==> src/rokp_defines.svh <==
// register offsets, field positions, key values and reset values of the oscillator/power bank
// assumes an 8-bit register port with a one-cycle write strobe from the serial front end
`ifndef ROKP_DEFINES_SVH
`define ROKP_DEFINES_SVH
`define ROKP_OFS_OSC_CTRL   8'h1c
`define ROKP_OFS_OSC_STAT   8'h1d
`define ROKP_OFS_KEY        8'h1f
`define ROKP_OFS_TRICKLE    8'h20
`define ROKP_OFS_BATTERY_THRESHOLD_SEL       8'h21
`define ROKP_OFS_VREF       8'h22
`define ROKP_OFS_BATIO      8'h27
`define ROKP_OFS_ANALOG     8'h2f
`define ROKP_OFS_OUTCTL     8'h30
`define ROKP_KEY_OSC        8'ha1
`define ROKP_KEY_SWRST      8'h3c
`define ROKP_KEY_ANALOG     8'h9d
`define ROKP_KEY_CLEAR      8'h00
`define ROKP_RST_OSC_CTRL   8'h00
`define ROKP_RST_OSC_STAT   8'h00
`define ROKP_RST_TRICKLE    8'h00
`define ROKP_RST_BATTERY_THRESHOLD_SEL       8'h00
`define ROKP_RST_BATIO      8'h80
`define ROKP_RST_OUTCTL     8'h00
`define ROKP_TCS_ON         4'ha
`define ROKP_DIODE_IN       2'h2
`define ROKP_DIODE_OUT      2'h1
`define ROKP_TRICKLE_RESISTOR_SEL_OFF       2'h0
`define ROKP_ACAL_OFF       2'h0
`define ROKP_VREF_TRIM_MSB  4
`define ROKP_BATIO_KEEP     7
`define ROKP_STAT_WMASK     8'he3
`endif

==> src/rokp_pkg.sv <==
// types shared by the oscillator/power register bank
// assumes rokp_defines.svh is on the include path
package rokp_pkg;
  typedef struct packed {
    logic       oscillator_select;
    logic [1:0] acal_mode;
    logic       battery_rc_switch;
    logic       failure_rc_switch;
    logic       io_gate_on_power_switch;
    logic       osc_fail_irq_en;
    logic       autocal_fail_irq_en;
  } rokp_osc_ctrl_s;
  typedef struct packed {
    logic [1:0] crystal_slowdown;
    logic       output2_lock;
    logic       active_osc_indicator;
    logic       crystal_not_running;
    logic       unused_2;
    logic       osc_fail_flag;
    logic       autocal_fail_flag;
  } rokp_osc_stat_s;
  typedef struct packed {
    logic       we;
    logic [7:0] addr;
    logic [7:0] wdata;
  } rokp_wr_s;
  typedef struct packed {
    logic battery_above_threshold;
    logic battery_min_ok;
    logic supply_init_ok;
    logic on_battery;
    logic crystal_running;
    logic crystal_slow;
    logic autocal_fail;
  } rokp_analog_s;
  typedef enum logic [1:0] {ROKP_XT, ROKP_RC} rokp_osc_e;
endpackage

==> src/rokp_edge_event.sv <==
// edge detector turning a comparator level into falling/rising one-cycle events
// assumes the level input is synchronous to ref_clk
`timescale 1ns/1ns
module rokp_edge_event (
  input  wire logic ref_clk,   // system clock
  input  wire logic reset_n,   // synchronous reset, active low
  input  wire logic level_in,  // comparator level
  output logic      fall_ev,   // one-cycle fall pulse
  output logic      rise_ev    // one-cycle rise pulse
);
  logic last_ff;
  // remember previous level, start high so no false rise
  always_ff @(posedge ref_clk) begin
    if (!reset_n) begin
      last_ff <= 1'b1;
      fall_ev <= 1'b0;
      rise_ev <= 1'b0;
    end else begin
      last_ff <= level_in;
      fall_ev <= last_ff & ~level_in;
      rise_ev <= ~last_ff & level_in;
    end
  end
endmodule

==> src/rokp_regs.sv <==
// key-protected oscillator, trickle, reference and battery-mode register bank
// assumes an 8-bit register port; analog and oscillator status come from the analog core
`timescale 1ns/1ns
`include "rokp_defines.svh"
// How it works
// - oscillator control writable only while key holds the oscillator key
// - nonzero autocal mode on a control write starts autocalibration at once
// - select bit requests RC or crystal; no crystal switch while crystal dead
// - battery auto-switch bit moves timebase to RC on battery power
// - failure auto-switch bit moves timebase to RC on crystal failure
// - io gate bit disables host io when switch mode and output2 are 1
// - failure flags raise interrupt when their enables are set
// - crystal slowdown field drives crystal trim, 122 ppm per unit
// - output2 lock refuses setting output2 level to one
// - active oscillator bit reads one when RC drives clocks
// - crystal not running bit reads one whenever crystal is not switching
// - oscillator failure flag set on power-on reset and slow crystal
// - autocal failure flag set on RC out of range or crystal dead during autocal
// - key register returns to zero after any write to another register
// - writing software-reset key pulses reset and leaves key unchanged
// - analog key unlocks trickle, reference and output control writes
// - trickle active only for enable code 1010, valid diode, nonzero resistor
// - threshold select picks level; falls set battery flag and events
// - analog status reports threshold, battery minimum and supply ok
// - reference trim low bits load inverse of nonvolatile trim at reset
// - battery io register resets 0x80, keyed, top bit keeps io on battery
// - output control bits 7 and 6 enable watchdog and external inputs
module rokp_regs
  import rokp_pkg::*;
#(
  parameter int TRIM_W = 5  // width of nonvolatile trim source
) (
  input  wire logic                ref_clk,                 // 20 MHz system clock
  input  wire logic                reset_n,                 // synchronous reset, active low
  input  wire rokp_pkg::rokp_wr_s  wr,                      // write strobe, address, data
  input  wire logic [7:0]          rd_addr,                 // read address
  input  wire rokp_pkg::rokp_analog_s ana,                  // analog core status
  input  wire logic [TRIM_W-1:0]   nonvolatile_trim_source, // trim value from nvm
  input  wire logic                switch_mode_bit,         // power switch mode
  input  wire logic                output2_level,           // requested output2 level
  input  wire logic                watchdog_input_pin,      // watchdog input pin
  input  wire logic                external_int_pin,        // external interrupt pin
  output logic [7:0]               rd_data,                 // read data
  output logic                     output2_pin,             // output2 level after lock
  output logic                     rc_active,               // timebase runs from RC
  output logic                     autocal_start,           // one-cycle autocal start
  output logic                     sw_reset,                // one-cycle software reset
  output logic                     irq,                     // failure interrupt
  output logic                     io_enable,               // host io enabled
  output logic                     trickle_on,              // trickle charger active
  output logic [3:0]               battery_threshold_sel,   // comparator level select
  output logic [1:0]               crystal_slowdown,        // crystal slowdown steps
  output logic [7:0]               vref_trim,               // reference trim value
  output logic                     battery_flag,            // sticky battery flag
  output logic                     battery_low_fall,        // falling battery event
  output logic                     battery_low_rise,        // rising battery event
  output logic                     wdog_in,                 // gated watchdog input
  output logic                     ext_in                   // gated external input
);
  import rokp_pkg::*;

  rokp_osc_ctrl_s ctrl_ff;
  rokp_osc_stat_s stat_ff;
  logic [7:0] key_ff, trickle_ff, battery_threshold_sel_ff, batio_ff, outctl_ff, vref_ff;
  logic       acal_busy_ff, init_ff, fall_ev, rise_ev;
  logic       wr_osc, wr_key, wr_ana, key_osc_ok, key_ana_ok, rc_want;

  // write decode helper used for every register
  function automatic logic hit(input rokp_wr_s w, input logic [7:0] ofs);
    return w.we && (w.addr == ofs);
  endfunction

  // keyed write qualifiers
  assign key_osc_ok = (key_ff == `ROKP_KEY_OSC);
  assign key_ana_ok = (key_ff == `ROKP_KEY_ANALOG);
  assign wr_osc = hit(wr, `ROKP_OFS_OSC_CTRL) && key_osc_ok;
  assign wr_key = hit(wr, `ROKP_OFS_KEY);
  assign wr_ana = key_ana_ok;

  // configuration key: reset by any write to another register, swrst key leaves it alone
  always_ff @(posedge ref_clk) begin
    if (!reset_n) begin
      key_ff   <= `ROKP_KEY_CLEAR;
      sw_reset <= 1'b0;
    end else begin
      sw_reset <= wr_key && (wr.wdata == `ROKP_KEY_SWRST);
      if (wr_key) begin
        if (wr.wdata != `ROKP_KEY_SWRST)
          key_ff <= wr.wdata;
      end else if (wr.we) begin
        key_ff <= `ROKP_KEY_CLEAR;
      end
    end
  end

  // oscillator control and autocal start
  always_ff @(posedge ref_clk) begin
    if (!reset_n) begin
      ctrl_ff       <= `ROKP_RST_OSC_CTRL;
      autocal_start <= 1'b0;
    end else begin
      autocal_start <= wr_osc && (wr.wdata[6:5] != `ROKP_ACAL_OFF);
      if (wr_osc)
        ctrl_ff <= wr.wdata;
    end
  end

  // oscillator status: writable fields plus sticky failure flags
  always_ff @(posedge ref_clk) begin
    if (!reset_n) begin
      stat_ff <= `ROKP_RST_OSC_STAT;
      init_ff <= 1'b1;
    end else begin
      init_ff <= 1'b0;
      if (hit(wr, `ROKP_OFS_OSC_STAT)) begin
        stat_ff.crystal_slowdown  <= wr.wdata[7:6];
        stat_ff.output2_lock      <= wr.wdata[5];
        stat_ff.osc_fail_flag     <= wr.wdata[1];
        stat_ff.autocal_fail_flag <= wr.wdata[0];
      end
      // hardware set wins over a software clear
      if (init_ff || ana.crystal_slow)
        stat_ff.osc_fail_flag <= 1'b1;
      if (ana.autocal_fail || (acal_busy_ff && !ana.crystal_running))
        stat_ff.autocal_fail_flag <= 1'b1;
      stat_ff.active_osc_indicator <= rc_want;
      stat_ff.crystal_not_running  <= ~ana.crystal_running;
      stat_ff.unused_2             <= 1'b0;
    end
  end

  // autocal cycle tracker so a dead crystal during it flags failure
  always_ff @(posedge ref_clk) begin
    if (!reset_n)
      acal_busy_ff <= 1'b0;
    else
      acal_busy_ff <= (ctrl_ff.acal_mode != `ROKP_ACAL_OFF);
  end

  // timebase selection
  always_comb begin
    rc_want = ctrl_ff.oscillator_select;
    if (ctrl_ff.battery_rc_switch && ana.on_battery) rc_want = 1'b1;
    if (ctrl_ff.failure_rc_switch && stat_ff.osc_fail_flag) rc_want = 1'b1;
    if (!ana.crystal_running) rc_want = 1'b1;
  end

  always_ff @(posedge ref_clk) begin
    if (!reset_n) begin
      rc_active <= 1'b0;
      irq       <= 1'b0;
    end else begin
      rc_active <= rc_want;
      irq <= (ctrl_ff.osc_fail_irq_en && stat_ff.osc_fail_flag) ||
             (ctrl_ff.autocal_fail_irq_en && stat_ff.autocal_fail_flag);
    end
  end

  // analog-key protected registers
  always_ff @(posedge ref_clk) begin
    if (!reset_n) begin
      trickle_ff <= `ROKP_RST_TRICKLE;
      battery_threshold_sel_ff    <= `ROKP_RST_BATTERY_THRESHOLD_SEL;
      batio_ff   <= `ROKP_RST_BATIO;
      outctl_ff  <= `ROKP_RST_OUTCTL;
    end else begin
      if (wr_ana && hit(wr, `ROKP_OFS_TRICKLE)) trickle_ff <= wr.wdata;
      if (wr_ana && hit(wr, `ROKP_OFS_BATTERY_THRESHOLD_SEL))    battery_threshold_sel_ff    <= wr.wdata;
      if (wr_ana && hit(wr, `ROKP_OFS_BATIO))   batio_ff   <= wr.wdata;
      if (wr_ana && hit(wr, `ROKP_OFS_OUTCTL))  outctl_ff  <= wr.wdata;
    end
  end

  // reference trim: low bits loaded with inverted nvm trim on the first cycle after reset
  always_ff @(posedge ref_clk) begin
    if (!reset_n)
      vref_ff <= 8'h00;
    else if (init_ff)
      vref_ff[`ROKP_VREF_TRIM_MSB:0] <= ~nonvolatile_trim_source;
    else if (wr_ana && hit(wr, `ROKP_OFS_VREF))
      vref_ff <= wr.wdata;
  end

  // battery comparator edges
  rokp_edge_event u_bat_edge (
    .ref_clk  (ref_clk),
    .reset_n  (reset_n),
    .level_in (ana.battery_above_threshold),
    .fall_ev  (fall_ev),
    .rise_ev  (rise_ev)
  );

  always_ff @(posedge ref_clk) begin
    if (!reset_n) begin
      battery_flag     <= 1'b0;
      battery_low_fall <= 1'b0;
      battery_low_rise <= 1'b0;
    end else begin
      battery_low_fall <= fall_ev;
      battery_low_rise <= rise_ev;
      if (fall_ev) battery_flag <= 1'b1;
    end
  end

  // derived outputs, all registered
  always_ff @(posedge ref_clk) begin
    if (!reset_n) begin
      output2_pin           <= 1'b0;
      io_enable             <= 1'b1;
      trickle_on            <= 1'b0;
      battery_threshold_sel <= 4'h0;
      crystal_slowdown      <= 2'h0;
      vref_trim             <= 8'h00;
      wdog_in               <= 1'b1;
      ext_in                <= 1'b1;
    end else begin
      output2_pin <= output2_level && !stat_ff.output2_lock;
      io_enable <= !(ctrl_ff.io_gate_on_power_switch && switch_mode_bit && output2_pin)
                   && (!ana.on_battery || batio_ff[`ROKP_BATIO_KEEP]);
      trickle_on <= (trickle_ff[7:4] == `ROKP_TCS_ON) &&
                    (trickle_ff[3:2] == `ROKP_DIODE_IN || trickle_ff[3:2] == `ROKP_DIODE_OUT) &&
                    (trickle_ff[1:0] != `ROKP_TRICKLE_RESISTOR_SEL_OFF);
      battery_threshold_sel <= battery_threshold_sel_ff[7:4];
      crystal_slowdown      <= stat_ff.crystal_slowdown;
      vref_trim             <= vref_ff;
      wdog_in <= (ana.on_battery && !outctl_ff[7]) ? 1'b1 : watchdog_input_pin;
      ext_in  <= (ana.on_battery && !outctl_ff[6]) ? 1'b1 : external_int_pin;
    end
  end

  // read mux
  always_ff @(posedge ref_clk) begin
    if (!reset_n)
      rd_data <= 8'h00;
    else
      unique case (rd_addr)
        `ROKP_OFS_OSC_CTRL: rd_data <= ctrl_ff;
        `ROKP_OFS_OSC_STAT: rd_data <= stat_ff;
        `ROKP_OFS_KEY:      rd_data <= key_ff;
        `ROKP_OFS_TRICKLE:  rd_data <= trickle_ff;
        `ROKP_OFS_BATTERY_THRESHOLD_SEL:     rd_data <= battery_threshold_sel_ff;
        `ROKP_OFS_VREF:     rd_data <= vref_ff;
        `ROKP_OFS_BATIO:    rd_data <= batio_ff;
        `ROKP_OFS_ANALOG:   rd_data <= {ana.battery_above_threshold, ana.battery_min_ok,
                                        4'h0, ana.supply_init_ok, 1'b0};
        `ROKP_OFS_OUTCTL:   rd_data <= outctl_ff;
        default:            rd_data <= 8'h00;
      endcase
  end

  // checks
  key_clear_a: assert property (@(posedge ref_clk) disable iff (!reset_n)
    wr.we && !wr_key |=> key_ff == `ROKP_KEY_CLEAR) else $error("key not cleared");
  swrst_a: assert property (@(posedge ref_clk) disable iff (!reset_n)
    wr_key && wr.wdata == `ROKP_KEY_SWRST |=> sw_reset && $stable(key_ff))
    else $error("swrst");
  osc_lock_a: assert property (@(posedge ref_clk) disable iff (!reset_n)
    hit(wr, `ROKP_OFS_OSC_CTRL) && !key_osc_ok |=> $stable(ctrl_ff)) else $error("osc lock");
  acal_go_a: assert property (@(posedge ref_clk) disable iff (!reset_n)
    wr_osc && wr.wdata[6:5] != `ROKP_ACAL_OFF |=> autocal_start) else $error("acal");
  output2_pin_lock_a: assert property (@(posedge ref_clk) disable iff (!reset_n)
    stat_ff.output2_lock |=> !output2_pin) else $error("output2_pin lock");
  ana_lock_a: assert property (@(posedge ref_clk) disable iff (!reset_n)
    hit(wr, `ROKP_OFS_TRICKLE) && !key_ana_ok |=> $stable(trickle_ff)) else $error("trickle");
  bat_flag_a: assert property (@(posedge ref_clk) disable iff (!reset_n)
    fall_ev |=> battery_flag) else $error("bat flag");
  irq_a: assert property (@(posedge ref_clk) disable iff (!reset_n)
    ctrl_ff.osc_fail_irq_en && stat_ff.osc_fail_flag |=> irq) else $error("irq");
  crystal_rc_a: assert property (@(posedge ref_clk) disable iff (!reset_n)
    !ana.crystal_running |=> rc_active) else $error("rc");
  osc_fail_set_a: assert property (@(posedge ref_clk) disable iff (!reset_n)
    init_ff || ana.crystal_slow |=> stat_ff.osc_fail_flag) else $error("osc fail flag");
  cov_osc_c: cover property (@(posedge ref_clk) wr_osc);
  cov_swrst_c: cover property (@(posedge ref_clk) sw_reset);
  cov_trickle_c: cover property (@(posedge ref_clk) trickle_on);
  cov_fall_c: cover property (@(posedge ref_clk) battery_low_fall);
endmodule

==> config.mk <==
export PLATFORM = sky130hd
export DESIGN_NAME = rokp_regs
export DESIGN_NICKNAME = d
export VERILOG_FILES = /design/src/rokp_pkg.sv /design/src/rokp_edge_event.sv /design/src/rokp_regs.sv
export VERILOG_INCLUDE_DIRS = /design/src
export SDC_FILE = /design/constraint.sdc
export NUM_CORES = 1
export LEC_CHECK = 0
export ABC_AREA = 0
export BUFFER_PORTS_ARGS = -buffer_cell sky130_fd_sc_hd__buf_2
export CAP_MARGIN = 30
export CORE_MARGIN = 2
export CORE_UTILIZATION = 34
export CTS_CLUSTER_SIZE = 8
export DETAILED_ROUTE_END_ITERATION = 12
export PLACE_DENSITY = 0.65
export SYNTH_ARGS = -nofsm -noshare
export SYNTH_HDL_FRONTEND = slang
export SYNTH_SLANG_ARGS = --single-unit
export TNS_END_PERCENT = 5
==> constraint.sdc <==
create_clock -name ref_clk -period 1.33 [get_ports ref_clk]
set_input_delay 0 -clock ref_clk [delete_from_list [all_inputs] [get_ports ref_clk]]
set_output_delay 0 -clock ref_clk [all_outputs]
set_load 0.01 [all_outputs]
==> results of run 1 <==
worst min-delay path: cells and delay by family:
family        cells  cell delay, ns
simple gates      2            0.19
buf+inv           1            0.16
routing by layer:
| layer | wire length (µm) | vias to the layer above | track usage [%] |
|---|---|---|---|
| li1 | - | 2062 | - |
| met1 | 6110 | 2021 | 26.4 |
| met4 | 465 | 0 | 7.23 |
| met3 | 1070 | 37 | 5.16 |
| met5 | 0 | - | 0 |
| met2 | 6400 | 194 | 30.7 |
power by group through the flow:
stage | sequential, mW | clock (mW) | combinational [mW]
detailed placement | 3.16 | 0 | 0.513
global route | 3.09 | 3.19 | 0.603
global placement | 3.16 | 0 | 0.504
finish | 3.09 | 3.04 | 0.563
floorplan | 3.15 | 0 | 0.258
CTS | 3.09 | 3.07 | 0.552
worst paths after layout:
kind                            slack (ns)  cells past startpoint                          start                                        to
worst max register to register       -0.12                      5         key_ff[6]$_SDFFE_PN0P_  battery_threshold_sel_ff[6]$_SDFFE_PN0P_
worst min register to register        0.44                      1  u_bat_edge.rise_ev$_SDFF_PN0_               battery_low_rise$_SDFF_PN0_
worst max-delay path                 -0.12                      5         key_ff[6]$_SDFFE_PN0P_  battery_threshold_sel_ff[6]$_SDFFE_PN0P_
worst min-delay path                  0.05                      3                          wr[9]                       sw_reset$_SDFF_PN0_
through the flow:
step / area, µm² / cells
4_1_cts: 5880 / 793
3_5_place_dp: 5340 / 758
5_1_grt: 5930 / 793
6_report: 5930 / 793
2_1_floorplan: 4450 / 488
3_3_place_gp: 5340 / 758
sequential cells by signal, summed over array words and instances (netlist names), 2 cells and up:
register and cells:
batio_ff 8, battery_threshold_sel_ff 8, ctrl_ff 8, key_ff 8, outctl_ff 8, rd_data 8, trickle_ff 8, vref_ff 8
vref_trim 8, stat_ff 6, battery_threshold_sel 4, crystal_slowdown 2
Yosys cell counts, drive strengths merged (2+ instances only):
cell	n	area, µm²
dfxtp	101	2020
nand3	49	250
o21ai	48	240
a21oi	47	235
mux2i	26	260
nand2	24	90.1
clkbuf	21	78.8
buf	18	116
nor3	18	111
and2	15	93.8
nor2	15	66.3
a22oi	13	103
inv	12	45.1
a221oi	11	96.3
o2bb2ai	9	78.8
a31oi	5	31.3
a32o	4	40.0
nand2b	4	25.0
nand4	4	31.3
nand4b	4	35.0
nor2b	4	25.0
and3	3	18.8
nor3b	3	37.5
or3b	3	26.3
a32oi	2	17.5
and4	2	17.5
and4bb	2	25.0
nand3b	2	15.0
nor4	2	18.8
nor4b	2	32.5
o211ai	2	15.0
or2	2	12.5
cells by family after synthesis:
logic type | Yosys count | share of synthesized area (%)
xor+xnor | 1 | 0.197
simple gates | 161 | 21.7
compound gates | 148 | 21.3
mux | 26 | 5.86
buf+inv | 51 | 5.41
flops | 101 | 45.5
what timing repair did:
action / CTS / global route
pin swaps: 7 / 5
setup buffers: 1 / 0
setup endpoints to repair: 48 / 55
gates resized for setup: 21 / 19
endpoints found under the hold margin: 17 / 0
hold buffers: 18 / 0
layout make-up:
type	instances	area, µm²
inverters	12	45.0
clock inverters	7	121
fillers	1239	6740
well taps	172	215
repair buffers	156	1090
clock buffers	9	225
multi-input cells	336	2210
flip-flops and latches	101	2030
==> results by group, run 1 <==
STA
  • RSZ-0062 raised after global routing: true
  • Slew HR: 70.7%
  • Fmax: 692 MHz
  • Worst Tran Pin Value: 0.440 ns
  • PnR worst setup slack: -0.116 ns
  • Tcrit/Tclk final: 109%
  • Setup TNS: -3.75 ns
  • Final setup fails: 48
  • Slew Viols, Final: 0
  • Worst Skew: 0.00703 ns
  • Final Hold Fails: 0
  • Final min period: 1.45 ns
  • Hold Slack: 0.0491 ns

Floorplanning
  • Chip width: 118 µm
  • Row Count: 41
  • DIE AREA: 0.0140 mm²
  • Starting Density: 35.0%
  • Io pins: 77
  • Die height: 118 µm
  • Core Area: 0.0127 mm²

Detailed routing
  • Post-route DRC: 0
  • Initial DRT Pass Iterations: 5
  • Routed WL per cell: 17.7 µm
  • ANT nets after route: 0
  • Via count: 4,314
  • Starting DRT DRC Count: 449
  • Via/cell ratio: 5.44
  • Drt total wl: 14,000 µm

Pwr
  • Peak VDD IR: 0.692 mV
  • Sw Pwr: 1.54 mW
  • Net Sw Frac: 23.0%
  • Reg power frac: 46.1%
  • Pint: 5.15 mW
  • Combinational group share of total power: 8.4%
  • Tot Pwr: 6.69 mW
  • Pleak: 2.33 nW
  • P per Cell Area: 1130 mW/mm²
  • Power share of the clock group: 45.4%

Synth
  • Ys Warns: 0
  • Cell count after synthesis: 488
  • Synth cell types: 59
  • Main flop type after synthesis: dfxtp_1
  • Post-synth EDFFs: 0
  • Syn Std Cell Area: 0.00444 mm²
  • Sequential share of the synthesized area: 45.5%
  • Async set or reset register ratio after synthesis: 0%
  • Syn Nets: 531
  • Avg Inst Size Synth: 9.10 µm²
  • FF+latch count, synth: 101

Job
  • Max Cap Violations: 0

Global routing
  • Largest net degree at the start of global routing: 34
  • Initial antenna violation count: 0
  • All-Layer GR Usage: 19.8%
  • First-pass GRT wire length: 22,000 µm
  • Vias in the first global route: 4,193
  • Grt ovf: 0

Worst setup path
  • Required time of the critical path: 1.56 ns
  • Crit. End Element: flip-flop
  • Critical Path Fanout Max: 13
  • Top delay family on crit path: simple AND/OR/NAND/NOR gates
  • Worst path cell trace: and4bb_2, nand4_1, buf_4, o21ai_1, a21oi_1
  • Setup Crit Path Kind: reg2reg
  • Crit-path max cell delay: 0.32 ns
  • Slowest cell on crit path: dfxtp_2
  • Critical path buffer and inverter count: 1
  • Crit path arrival time: 1.68 ns
  • Crit start category: flip-flop

CTS
  • Clock Tree Buf Depth: 2
  • Reg clk slew, reported paths: 0.07 ns
  • Max H-tree Level: 3
  • CTS Buf Count: 9
  • CTS tree: done
  • CTS root buffer: clkbuf_16
  • TritonCTS sink count: 101
  • Clock latency at the later pin of the worst-skew pair: 0.35 ns

Placed design
  • Port Buf Inserts: 76
  • Routability cong.: 0.946
  • Hpwl dp: 10,200 µm
  • Pre-CTS setup slack: -0.286 ns

Worst hold path
  • Min-delay worst type: in2reg

Layout
  • Fraction of layout cells with a size suffix above 1: 29.6%
  • Layout area overhead: 33.6%
  • Most frequent cells in the layout: dfxtp_1 (98), buf_2 (76), buf_4 (53), nand3_1 (48), a21oi_1 (47)
  • ANT cells: 0
  • Nets: 659
  • Post-layout util: 46.8%
  • Commonest non-fill, non-tap cell in the layout: dfxtp_1

Run status
  • Violated checks: negative setup slack
  • Status: complete, but fails checks
Power figures use the tool's default switching activity.
==> run 2, diff against run 1 <==
- RECOVER_POWER: not set -> 100
==> results by group, run 2 (same netlist as run 1, synthesis figures left out) <==
Run status
  • Status: complete, but fails checks
  • Violated checks: negative setup slack

Layout
  • Fraction of layout cells with a size suffix above 1: 23.0%
  • Layout area overhead: 32.0%
  • Final Cell Area: 0.00586 mm²
  • ANT cells: 0
  • Nets: 659
  • Most frequent cells in the layout: dfxtp_1 (98), buf_4 (50), nand3_1 (49), a21oi_1 (47), o21ai_1 (44)
  • Commonest non-fill, non-tap cell in the layout: dfxtp_1
  • Fillers: 1,260

STA
  • PnR worst setup slack: -0.111 ns
  • Tcrit/Tclk final: 108%
  • Final setup fails: 50
  • Slew Viols, Final: 0
  • Final Hold Fails: 0
  • Slew HR: 71.2%
  • Final min period: 1.44 ns
  • Hold Slack: 0.0471 ns
  • RSZ-0062 raised after global routing: true
  • Worst Tran Pin Value: 0.431 ns
  • Worst Skew: 0.00802 ns
  • Fmax: 694 MHz

Global routing
  • Grt ovf: 0
  • Largest net degree at the start of global routing: 34
  • Vias in the first global route: 4,193
  • First-pass GRT wire length: 22,000 µm
  • Initial antenna violation count: 0
  • All-Layer GR Usage: 19.8%

Job
  • Max Cap Violations: 0

Floorplanning
  • Row Count: 41
  • Die height: 118 µm
  • Io pins: 77
  • Starting Density: 35.0%
  • Core Area: 0.0127 mm²
  • Chip width: 118 µm
  • DIE AREA: 0.0140 mm²

Detailed routing
  • Met2 routed WL: 6450 µm
  • Metal3 WL: 1110 µm
  • Via count: 4,340
  • Starting DRT DRC Count: 427
  • Initial DRT Pass Iterations: 5
  • Drt total wl: 14,100 µm
  • Routed metal-1 wirelength: 6170 µm
  • Post-route DRC: 0
  • Routed WL per cell: 17.8 µm
  • Uppermost layer routed: met4
  • ANT nets after route: 0
  • Via/cell ratio: 5.47

Placed design
  • Pre-CTS setup slack: -0.286 ns
  • Hpwl dp: 10,200 µm
  • Port Buf Inserts: 76
  • Area after DPL: 0.00534 mm²
  • Routability cong.: 0.946

Worst setup path
  • R2R depth: 5
  • Top delay family on crit path: simple AND/OR/NAND/NOR gates
  • Crit. End Element: flip-flop
  • Required time of the critical path: 1.56 ns
  • Crit-path max cell delay: 0.32 ns
  • Setup Crit Path Kind: reg2reg
  • Crit path arrival time: 1.67 ns
  • Critical path buffer and inverter count: 1
  • Crit start category: flip-flop
  • Critical Path Fanout Max: 13
  • Cell depth of the worst setup path: 5
  • Worst path cell trace: and4bb_2, nand4_1, buf_4, o21ai_1, a21oi_1
  • Slowest cell on crit path: and4bb_2

CTS
  • TritonCTS sink count: 101
  • Clock latency at the later pin of the worst-skew pair: 0.35 ns
  • Clock Tree Buf Depth: 2
  • Max H-tree Level: 3
  • CTS Buf Count: 9
  • CTS root buffer: clkbuf_16
  • CTS tree: done
  • Reg clk slew, reported paths: 0.07 ns

Pwr
  • Pleak: 2.17 nW
  • Peak VDD IR: 0.689 mV
  • Tot Pwr: 6.69 mW
  • P per Cell Area: 1140 mW/mm²

Worst hold path
  • Min-delay worst type: in2reg
  • Worst hold path depth: 3
run 2: final cells by class:
| cell class | count | area, µm² | area share [%] |
|---|---|---|---|
| inverter | 12 | 45.0 | 0.769 |
| tap | 172 | 215 | 3.67 |
| multi-input combinational | 336 | 2200 | 37.5 |
| sequential | 101 | 2030 | 34.6 |
| clock inverter | 7 | 121 | 2.07 |
| timing repair buffer | 156 | 1030 | 17.6 |
| clock buffer | 9 | 225 | 3.84 |
run 2: power breakdown:
group          internal (mW)  leakage (nW)  switching (mW)
Sequential              3.06         0.820          0.0267
Clock                   1.85         0.170            1.20
Combinational          0.231          1.17           0.324
run 2: stage by stage:
stage	setup TNS, ns	cells	utilization, %
2_1_floorplan	-0.570	488	-
6_report	-3.69	793	46.3
3_3_place_gp	-4.36	758	42.1
5_1_grt	-8.65	793	46.3
4_1_cts	-3.03	793	46.4
3_5_place_dp	-6.76	758	42.1
run 2: timing repair:
| action | CTS | global route |
|---|---|---|
| setup endpoints to repair | 48 | 55 |
| pin swaps | 7 | 5 |
| hold buffers | 18 | 0 |
| gates resized for setup | 21 | 19 |
| endpoints found under the hold margin | 17 | 0 |
| setup buffers | 1 | 0 |
run 2: metal layers:
metal,track usage [%],up-vias
met4,7.23,0
met5,0,-
met2,30.7,196
li1,-,2066
met3,5.16,34
met1,26.4,2044
run 2: path summary, 6_finish.rpt:
kind,from,to,slack (ns)
max,key_ff[5]$_SDFFE_PN0P_,battery_threshold_sel_ff[6]$_SDFFE_PN0P_,-0.11
min,wr[9],sw_reset$_SDFF_PN0_,0.05
max reg2reg,key_ff[5]$_SDFFE_PN0P_,battery_threshold_sel_ff[6]$_SDFFE_PN0P_,-0.11
min reg2reg,u_bat_edge.rise_ev$_SDFF_PN0_,battery_low_rise$_SDFF_PN0_,0.44
run 2: tightest hold or removal path: stages:
cell and delay (ns):
buf_2 0.16, nand3_1 0.13, nor3_1 0.06
